$ cat src/logic/pcr_map.vh
// register map and field constants for the page-0 counter and coding config block
// assumes a 5-bit management address and 16-bit data words
`ifndef PCR_MAP_VH
`define PCR_MAP_VH
`define PCR_ADDR_PAGE 5'h13
`define PCR_ADDR_FALSE_CARRIER 5'h14
`define PCR_ADDR_RX_ERROR 5'h15
`define PCR_ADDR_CODING_CFG 5'h16
`define PCR_ADDR_IRQ_STATUS 5'h17
`define PCR_ADDR_IRQ_MASK 5'h18
`define PCR_PAGED_BASE 5'h14
`define PCR_PAGE_EXT0 3'h0
`define PCR_PAGE_DIAG 3'h2
`define PCR_PAGE_PTP_BASE 3'h4
`define PCR_PAGE_PTP_CFG5 3'h5
`define PCR_PAGE_PTP_CFG6 3'h6
`define PCR_PAGE_RESET 3'h0
`define PCR_CFG_RESET 16'h0100
`define PCR_CFG_WMASK 16'h0fef
`define PCR_BIT_FREE_CLK 11
`define PCR_BIT_TRUE_QUIET 10
`define PCR_BIT_FORCE_SD 9
`define PCR_BIT_LINK_HOLD 8
`define PCR_CNT_MAX 8'hff
`define PCR_CNT_HALF 8'h80
`define PCR_IRQ_FC_HALF 0
`define PCR_IRQ_RX_HALF 1
`define PCR_IRQ_LINK_CHG 2
`endif

$ cat src/logic/pcr_regs.v
// page-0 register bank: page select, event counters, coding sublayer config
// assumes event inputs are already synchronous to ref_clk; link inputs are pins
`timescale 1ns/1ps
`default_nettype none
`include "pcr_map.vh"
module pcr_regs (
  input wire ref_clk,
  input wire reset_n,
  input wire [4:0] mgmt_addr,
  input wire [15:0] mgmt_wdata,
  input wire mgmt_wr,
  input wire mgmt_rd,
  output reg [15:0] mgmt_rdata,
  input wire false_carrier_event,
  input wire carrier_valid,
  input wire invalid_symbol,
  input wire collision,
  input wire signal_level_pin,
  input wire descrambler_lock_pin,
  output wire rx_clk_free_run,
  output wire true_quiet_enable,
  output wire force_signal_detect,
  output reg link_up,
  output wire [2:0] page_selector,
  output wire sel_ext_page0,
  output wire sel_link_diag,
  output wire sel_ptp_base,
  output wire sel_ptp_config,
  output wire rx_error_half_full_flag,
  output wire irq
);

  reg [2:0] page_reg;
  reg [7:0] false_carrier_tally_reg;
  reg [7:0] receive_error_tally_reg;
  reg [15:0] cfg_reg;
  reg [2:0] irq_status_reg;
  reg [2:0] irq_mask_reg;
  reg carrier_hit_reg;
  reg carrier_prev_reg;
  reg sig_meta_reg, sig_sync_reg, lock_meta_reg, lock_sync_reg;
  reg link_prev_reg;
  wire link_next;
  wire signal_ok;
  wire paged_hit;
  wire rd_false_carrier;
  wire rd_rx_error;
  wire rd_status;
  wire fc_half_event;
  wire rx_half_event;
  wire rx_count_event;
  wire [2:0] irq_events;

  // saturating increment shared by both tallies
  function [7:0] sat_inc;
    input [7:0] value;
    begin
      if (value == `PCR_CNT_MAX) begin
        sat_inc = value;
      end else begin
        sat_inc = value + 8'h01;
      end
    end
  endfunction

  // paged registers answer only while page 0 is selected
  assign paged_hit = (mgmt_addr >= `PCR_PAGED_BASE) && (page_reg == `PCR_PAGE_EXT0);
  assign rd_false_carrier = mgmt_rd && paged_hit && (mgmt_addr == `PCR_ADDR_FALSE_CARRIER);
  assign rd_rx_error = mgmt_rd && paged_hit && (mgmt_addr == `PCR_ADDR_RX_ERROR);
  assign rd_status = mgmt_rd && paged_hit && (mgmt_addr == `PCR_ADDR_IRQ_STATUS);

  assign page_selector = page_reg;
  assign sel_ext_page0 = (page_reg == `PCR_PAGE_EXT0);
  assign sel_link_diag = (page_reg == `PCR_PAGE_DIAG);
  assign sel_ptp_base = (page_reg == `PCR_PAGE_PTP_BASE);
  assign sel_ptp_config = (page_reg == `PCR_PAGE_PTP_CFG5) ||
                          (page_reg == `PCR_PAGE_PTP_CFG6);

  assign rx_clk_free_run = cfg_reg[`PCR_BIT_FREE_CLK];
  assign true_quiet_enable = cfg_reg[`PCR_BIT_TRUE_QUIET];
  assign force_signal_detect = cfg_reg[`PCR_BIT_FORCE_SD];

  // level pins pass two flops before use
  always @(posedge ref_clk or negedge reset_n) begin
    if (!reset_n) begin
      sig_meta_reg <= 1'b0;
      sig_sync_reg <= 1'b0;
      lock_meta_reg <= 1'b0;
      lock_sync_reg <= 1'b0;
    end else begin
      sig_meta_reg <= signal_level_pin;
      sig_sync_reg <= sig_meta_reg;
      lock_meta_reg <= descrambler_lock_pin;
      lock_sync_reg <= lock_meta_reg;
    end
  end

  assign signal_ok = sig_sync_reg || force_signal_detect;
  // link needs both to come up; hold policy chosen by bit 8
  assign link_next = !link_up ? (signal_ok && lock_sync_reg) :
                     cfg_reg[`PCR_BIT_LINK_HOLD] ? signal_ok :
                     (signal_ok && lock_sync_reg);

  always @(posedge ref_clk or negedge reset_n) begin
    if (!reset_n) begin
      link_up <= 1'b0;
      link_prev_reg <= 1'b0;
    end else begin
      link_up <= link_next;
      link_prev_reg <= link_up;
    end
  end

  // page and config writes
  always @(posedge ref_clk or negedge reset_n) begin
    if (!reset_n) begin
      page_reg <= `PCR_PAGE_RESET;
      cfg_reg <= `PCR_CFG_RESET;
      irq_mask_reg <= 3'h0;
    end else if (mgmt_wr) begin
      if (mgmt_addr == `PCR_ADDR_PAGE) begin
        page_reg <= mgmt_wdata[2:0];
      end else if (paged_hit && mgmt_addr == `PCR_ADDR_CODING_CFG) begin
        // reserved top bits and bit 4 are forced to zero on the way in
        cfg_reg <= mgmt_wdata & `PCR_CFG_WMASK;
      end else if (paged_hit && mgmt_addr == `PCR_ADDR_IRQ_MASK) begin
        irq_mask_reg <= mgmt_wdata[2:0];
      end
    end
  end

  // false carrier tally; an event in the read cycle starts the new count at one
  always @(posedge ref_clk or negedge reset_n) begin
    if (!reset_n) begin
      false_carrier_tally_reg <= 8'h00;
    end else if (rd_false_carrier) begin
      false_carrier_tally_reg <= false_carrier_event ? 8'h01 : 8'h00;
    end else if (false_carrier_event) begin
      false_carrier_tally_reg <= sat_inc(false_carrier_tally_reg);
    end
  end

  // receive error: remember a bad symbol, count at carrier end unless collided
  always @(posedge ref_clk or negedge reset_n) begin
    if (!reset_n) begin
      carrier_hit_reg <= 1'b0;
      carrier_prev_reg <= 1'b0;
    end else begin
      carrier_prev_reg <= carrier_valid;
      if (!carrier_valid) begin
        carrier_hit_reg <= 1'b0;
      end else if (collision) begin
        carrier_hit_reg <= 1'b0;
      end else if (invalid_symbol && !carrier_hit_reg) begin
        carrier_hit_reg <= 1'b1;
      end
    end
  end

  // collision anywhere in the carrier blocks the count until carrier ends
  reg carrier_coll_reg;
  always @(posedge ref_clk or negedge reset_n) begin
    if (!reset_n) begin
      carrier_coll_reg <= 1'b0;
    end else if (!carrier_valid) begin
      carrier_coll_reg <= 1'b0;
    end else if (collision) begin
      carrier_coll_reg <= 1'b1;
    end
  end

  assign rx_count_event = carrier_prev_reg && !carrier_valid &&
                          carrier_hit_reg && !carrier_coll_reg;

  always @(posedge ref_clk or negedge reset_n) begin
    if (!reset_n) begin
      receive_error_tally_reg <= 8'h00;
    end else if (rd_rx_error) begin
      receive_error_tally_reg <= rx_count_event ? 8'h01 : 8'h00;
    end else if (rx_count_event) begin
      receive_error_tally_reg <= sat_inc(receive_error_tally_reg);
    end
  end

  // half-full events fire once on the crossing into the upper half
  assign fc_half_event = false_carrier_event && !rd_false_carrier &&
                         (false_carrier_tally_reg == `PCR_CNT_HALF - 8'h01);
  assign rx_half_event = rx_count_event && !rd_rx_error &&
                         (receive_error_tally_reg == `PCR_CNT_HALF - 8'h01);
  assign irq_events = {link_up != link_prev_reg, rx_half_event, fc_half_event};

  // sticky status: set wins over a clear by read or write-one
  always @(posedge ref_clk or negedge reset_n) begin
    if (!reset_n) begin
      irq_status_reg <= 3'h0;
    end else begin
      if (rd_status) begin
        irq_status_reg[`PCR_IRQ_RX_HALF] <= 1'b0;
      end
      if (mgmt_wr && paged_hit && mgmt_addr == `PCR_ADDR_IRQ_STATUS) begin
        irq_status_reg <= (irq_status_reg & ~mgmt_wdata[2:0]) | irq_events;
      end else if (rd_status) begin
        irq_status_reg <= (irq_status_reg &
                           ~(3'h1 << `PCR_IRQ_RX_HALF)) | irq_events;
      end else begin
        irq_status_reg <= irq_status_reg | irq_events;
      end
    end
  end

  assign rx_error_half_full_flag = irq_status_reg[`PCR_IRQ_RX_HALF];
  assign irq = |(irq_status_reg & irq_mask_reg);

  // read data in the cycle after the strobe
  always @(posedge ref_clk or negedge reset_n) begin
    if (!reset_n) begin
      mgmt_rdata <= 16'h0000;
    end else if (mgmt_rd) begin
      if (mgmt_addr == `PCR_ADDR_PAGE) begin
        mgmt_rdata <= {13'h0000, page_reg};
      end else if (rd_false_carrier) begin
        mgmt_rdata <= {8'h00, false_carrier_tally_reg};
      end else if (rd_rx_error) begin
        mgmt_rdata <= {8'h00, receive_error_tally_reg};
      end else if (paged_hit && mgmt_addr == `PCR_ADDR_CODING_CFG) begin
        mgmt_rdata <= cfg_reg;
      end else if (rd_status) begin
        mgmt_rdata <= {13'h0000, irq_status_reg};
      end else if (paged_hit && mgmt_addr == `PCR_ADDR_IRQ_MASK) begin
        mgmt_rdata <= {13'h0000, irq_mask_reg};
      end else begin
        mgmt_rdata <= 16'h0000;
      end
    end else begin
      mgmt_rdata <= 16'h0000;
    end
  end

endmodule
`default_nettype wire

$ cat config.mk
export PLATFORM = sky130hd
export DESIGN_NAME = pcr_regs
export DESIGN_NICKNAME = d
export VERILOG_FILES = /design/src/logic/pcr_regs.v
export VERILOG_INCLUDE_DIRS = /design/src /design/src/logic
export SDC_FILE = /design/constraint.sdc
export NUM_CORES = 1
export LEC_CHECK = 0
export BUFFER_PORTS_ARGS = -buffer_cell sky130_fd_sc_hd__buf_2
export CORE_UTILIZATION = 25
export CTS_CLUSTER_SIZE = 16
export DETAILED_ROUTE_END_ITERATION = 6
export GPL_ROUTABILITY_DRIVEN = 0
export GPL_TIMING_DRIVEN = 0
export MAX_ROUTING_LAYER = met4
export PLACE_DENSITY = 0.53
export SETUP_SLACK_MARGIN = 0.05
export SLEW_MARGIN = 10
export SYNTH_ARGS = -nofsm -noshare
export SYNTH_HDL_FRONTEND = slang
export SYNTH_SLANG_ARGS = --single-unit
$ cat constraint.sdc
create_clock -name ref_clk -period 2.86 [get_ports ref_clk]
set_input_delay 0.286 -clock ref_clk [delete_from_list [all_inputs] [get_ports ref_clk]]
set_output_delay 0.286 -clock ref_clk [all_outputs]
set_load 0.02 [all_outputs]
==> impl_metrics.csv <==
group,metric,value,unit
floorplan,ios,60,
timing,max_slew_margin,51.9,%
finish,largest_reg_flops,12,
route,drt-vias-per-instance,4.78,
pwr,power_frac_clock,37.7,%
floorplan,die_area,11300,sq um
route,wirelength,6.61,mm
cts,cts.clk_slew.worst_paths,0.08,ns
timing,min_period_over_period,86.9,%
route,route.detailed.drc,0,
pwr,vdd_drop_max,0.273,mV
floorplan,dieHeight,106,um
cts,cts_root_buf,"clkbuf_8",
synth,synth_common_cells,"dfrtp_1 (56), nor2_1 (20), mux2_2 (17), nand2_1 (12), o21ai_0 (12)",
synth,synth_top_area_share,51.6,%
placed_design,hpwl,4.71,mm
timing,worst_slew_pin_slew,0.711,ns
run,drv_cap,0,
critical_path,worstPathArrival,2.70,ns
pwr,p_seq_share,46.3,%
finish,syn2layout_area_growth,24.1,%
grt,antenna_found_initial,0,
finish,final_nets,341,
timing,holdWs,-0.000364,ns
grt,track_usage,13.0,%
floorplan,rows,37,
critical_path,slowest_stage,"nor3_2",
cts,cts_tree,"done",
pwr,cellLeakagePower,0.00158,uW
route,first_pass_iters,4,
critical_path,worstPathMaxFanout,10,
route,vias,2144,
finish,drive_gt1_share,30.4,%
synth,synth_top_area_cell,"dfrtp_1",
placed_design,dpl_worst_slack,0.398,ns
timing,fin_setup_tns,0,ns
timing,fmax,402,MHz
pwr,switchingPower,665,uW
cts,post_cts_buffers,0,
timing,setup_slack,0.374,ns
cts,clock_latency,0.35,ns
cts,htreeDepth,3,
finish,diodes,0,
route,drt.antenna.violating_nets,0,
placed_design,portBuffers,50,
timing,finalSetupViolCount,0,
finish,finish.utilization,32.4,%
status,violations,"negative hold slack",
synth,synth_cell_type_count,48,
synth,ys_ff_latch,57,
synth,synth_area_leaders,"dfrtp_1 (52%), mux2_2 (7.0%), nor2_1 (2.8%), o21ai_0 (2.2%), xor2_1 (1.9%)",
synth,synth_most_common_cell,"dfrtp_1",
grt,grt_pass1_vias,2117,
pwr,power.internal,1590,uW
pwr,switching_share,29.5,%
timing,skew,0.0206,ns
cts,cts.sinks,57,
synth,synthFlopType,"dfrtp_1",
critical_path,crit_chain,"or3_1 > nor3_2 > nand2_1 > clkbuf_1 > mux2_2",
synth,yosysSeqAreaShare,52.5,%
finish,n_fill_cell,1069,
status,outcome,"finished, violations left",
cts,cts_max_path_buffers,2,
synth,yosysWarnings,0,
route,first_iter_violations,65,
placed_design,dpl.cell_count,433,
cts,cts_hold_buf,0,
synth,synth_edf_count,0,
pwr,combPwrFrac,16.1,%
synth,synth.cell_area,2720,sq um
critical_path,crit_required,3.08,ns
grt,grt_pass1_wl,10.9,mm
critical_path,critPathCaptureType,"register",
grt,grt_max_degree,58,
synth,syn_inst,244,
floorplan,die_w,106,um
synth,postSynthAreaPerCell,11.1,sq um
timing,finalMaxSlewViolations,0,
floorplan,core_area,10400,sq um
grt,grt_overflow,0,
pwr,power_density,668,nW/um^2
synth,async_reset_ff_share,100,%
timing,min_period,2.49,ns
route,drt-wirelength-per-cell,14.7,um
finish,final_cells,449,
critical_path,crit_type,"register to register",
cts,cts_resized,0,
critical_path,start_kind,"register",
cts,cts-buffers-inserted,9,
timing,rsz0062_at_grt,"no",
critical_path,max_stage_delay,0.52,ns
min_path,hp-class,"primary input to asynchronous set/reset pin",
floorplan,start_util,26.1,%
timing,hold_violations,2,
routing by layer:
layer  wire [um]  part of all wire [%]  vias up  track usage, %
met4          59                  0.89        0            3.87
met2        3050                    46       57            19.0
li1            -                     -     1038               -
met1        3220                    49     1043            17.3
met5           0                     0        -               -
met3         282                   4.3        6            3.86
cell type report:
| cell class | instances | area (sq um) | share of cell area (%) |
|---|---|---|---|
| clock buffer | 11 | 141 | 4.19 |
| inverter | 6 | 22.5 | 0.668 |
| multi-input combinational | 174 | 1220 | 36.3 |
| clock inverter | 5 | 78.8 | 2.34 |
| tap | 136 | 170 | 5.05 |
| timing repair buffer | 50 | 253 | 7.50 |
| buffer | 10 | 55.1 | 1.63 |
| sequential | 57 | 1430 | 42.3 |
layout by cell type, fill, tap and decap left out, drive strengths merged, types with 3 or more instances in the layout:
cell type / count
a2111oi: 3
a211oi: 3
a21oi: 8
a221oi: 4
a22oi: 3
a32o: 4
and2: 6
and3: 7
buf: 56
clkbuf: 15
clkinv: 3
conb: 4
dfrtp: 56
inv: 6
mux2: 17
mux2i: 4
nand2: 12
nand2b: 6
nand3: 5
nand4: 5
nor2: 20
nor3: 6
nor3b: 4
o211ai: 5
o21ai: 12
o41ai: 3
or3: 6
or4: 3
xor2: 6
path summary, 6_finish.rpt:
path | start | endpoint | slack (ns) | cells past startpoint
hold reg to reg | sig_meta_reg | sig_sync_reg | 0.35 | 0
max in group asynchronous | reset_n | cfg_reg[3] | 2.37 | 1
hold / removal | reset_n | page_selector[0] | -0.0004 | 1
setup reg to reg | page_selector[0] | cfg_reg[3] | 0.37 | 5
min in group ref_clk | descrambler_lock_pin | lock_meta_reg | 0.05 | 1
setup / recovery | page_selector[0] | cfg_reg[3] | 0.37 | 5
critical path, delay by kind of cell (launching register included):
kind                   cells  cell delay [ns]
buffers and inverters      1             0.34
DFF                        1             0.47
muxes                      1             0.36
and+or+nand+nor            3             1.18
metrics by stage:
stage / total power [uW] / instance area, sq um
6_report: 2250 / 3370
2_1_floorplan: 1270 / 2730
5_1_grt: 2390 / 3370
3_5_place_dp: 1420 / 3150
3_3_place_gp: 1410 / 3150
4_1_cts: 2280 / 3370
power by group through the flow:
| stage | clock, uW | sequential, uW | combinational, uW |
|---|---|---|---|
| floorplan | 0 | 1040 | 227 |
| global placement | 0 | 1050 | 356 |
| detailed placement | 0 | 1050 | 366 |
| CTS | 871 | 1040 | 365 |
| global route | 915 | 1060 | 410 |
| finish | 849 | 1040 | 362 |
kinds of logic after synthesis:
logic type,after synthesis,share of synthesized area (%)
other cells,1,0.138
fa+ha+maj,2,0.921
xor+xnor,8,2.58
buf+inv,16,2.85
flops,57,52.5
mux,21,8.52
compound gates,50,12.9
simple gates,89,19.5
Power figures use the tool's default switching activity.
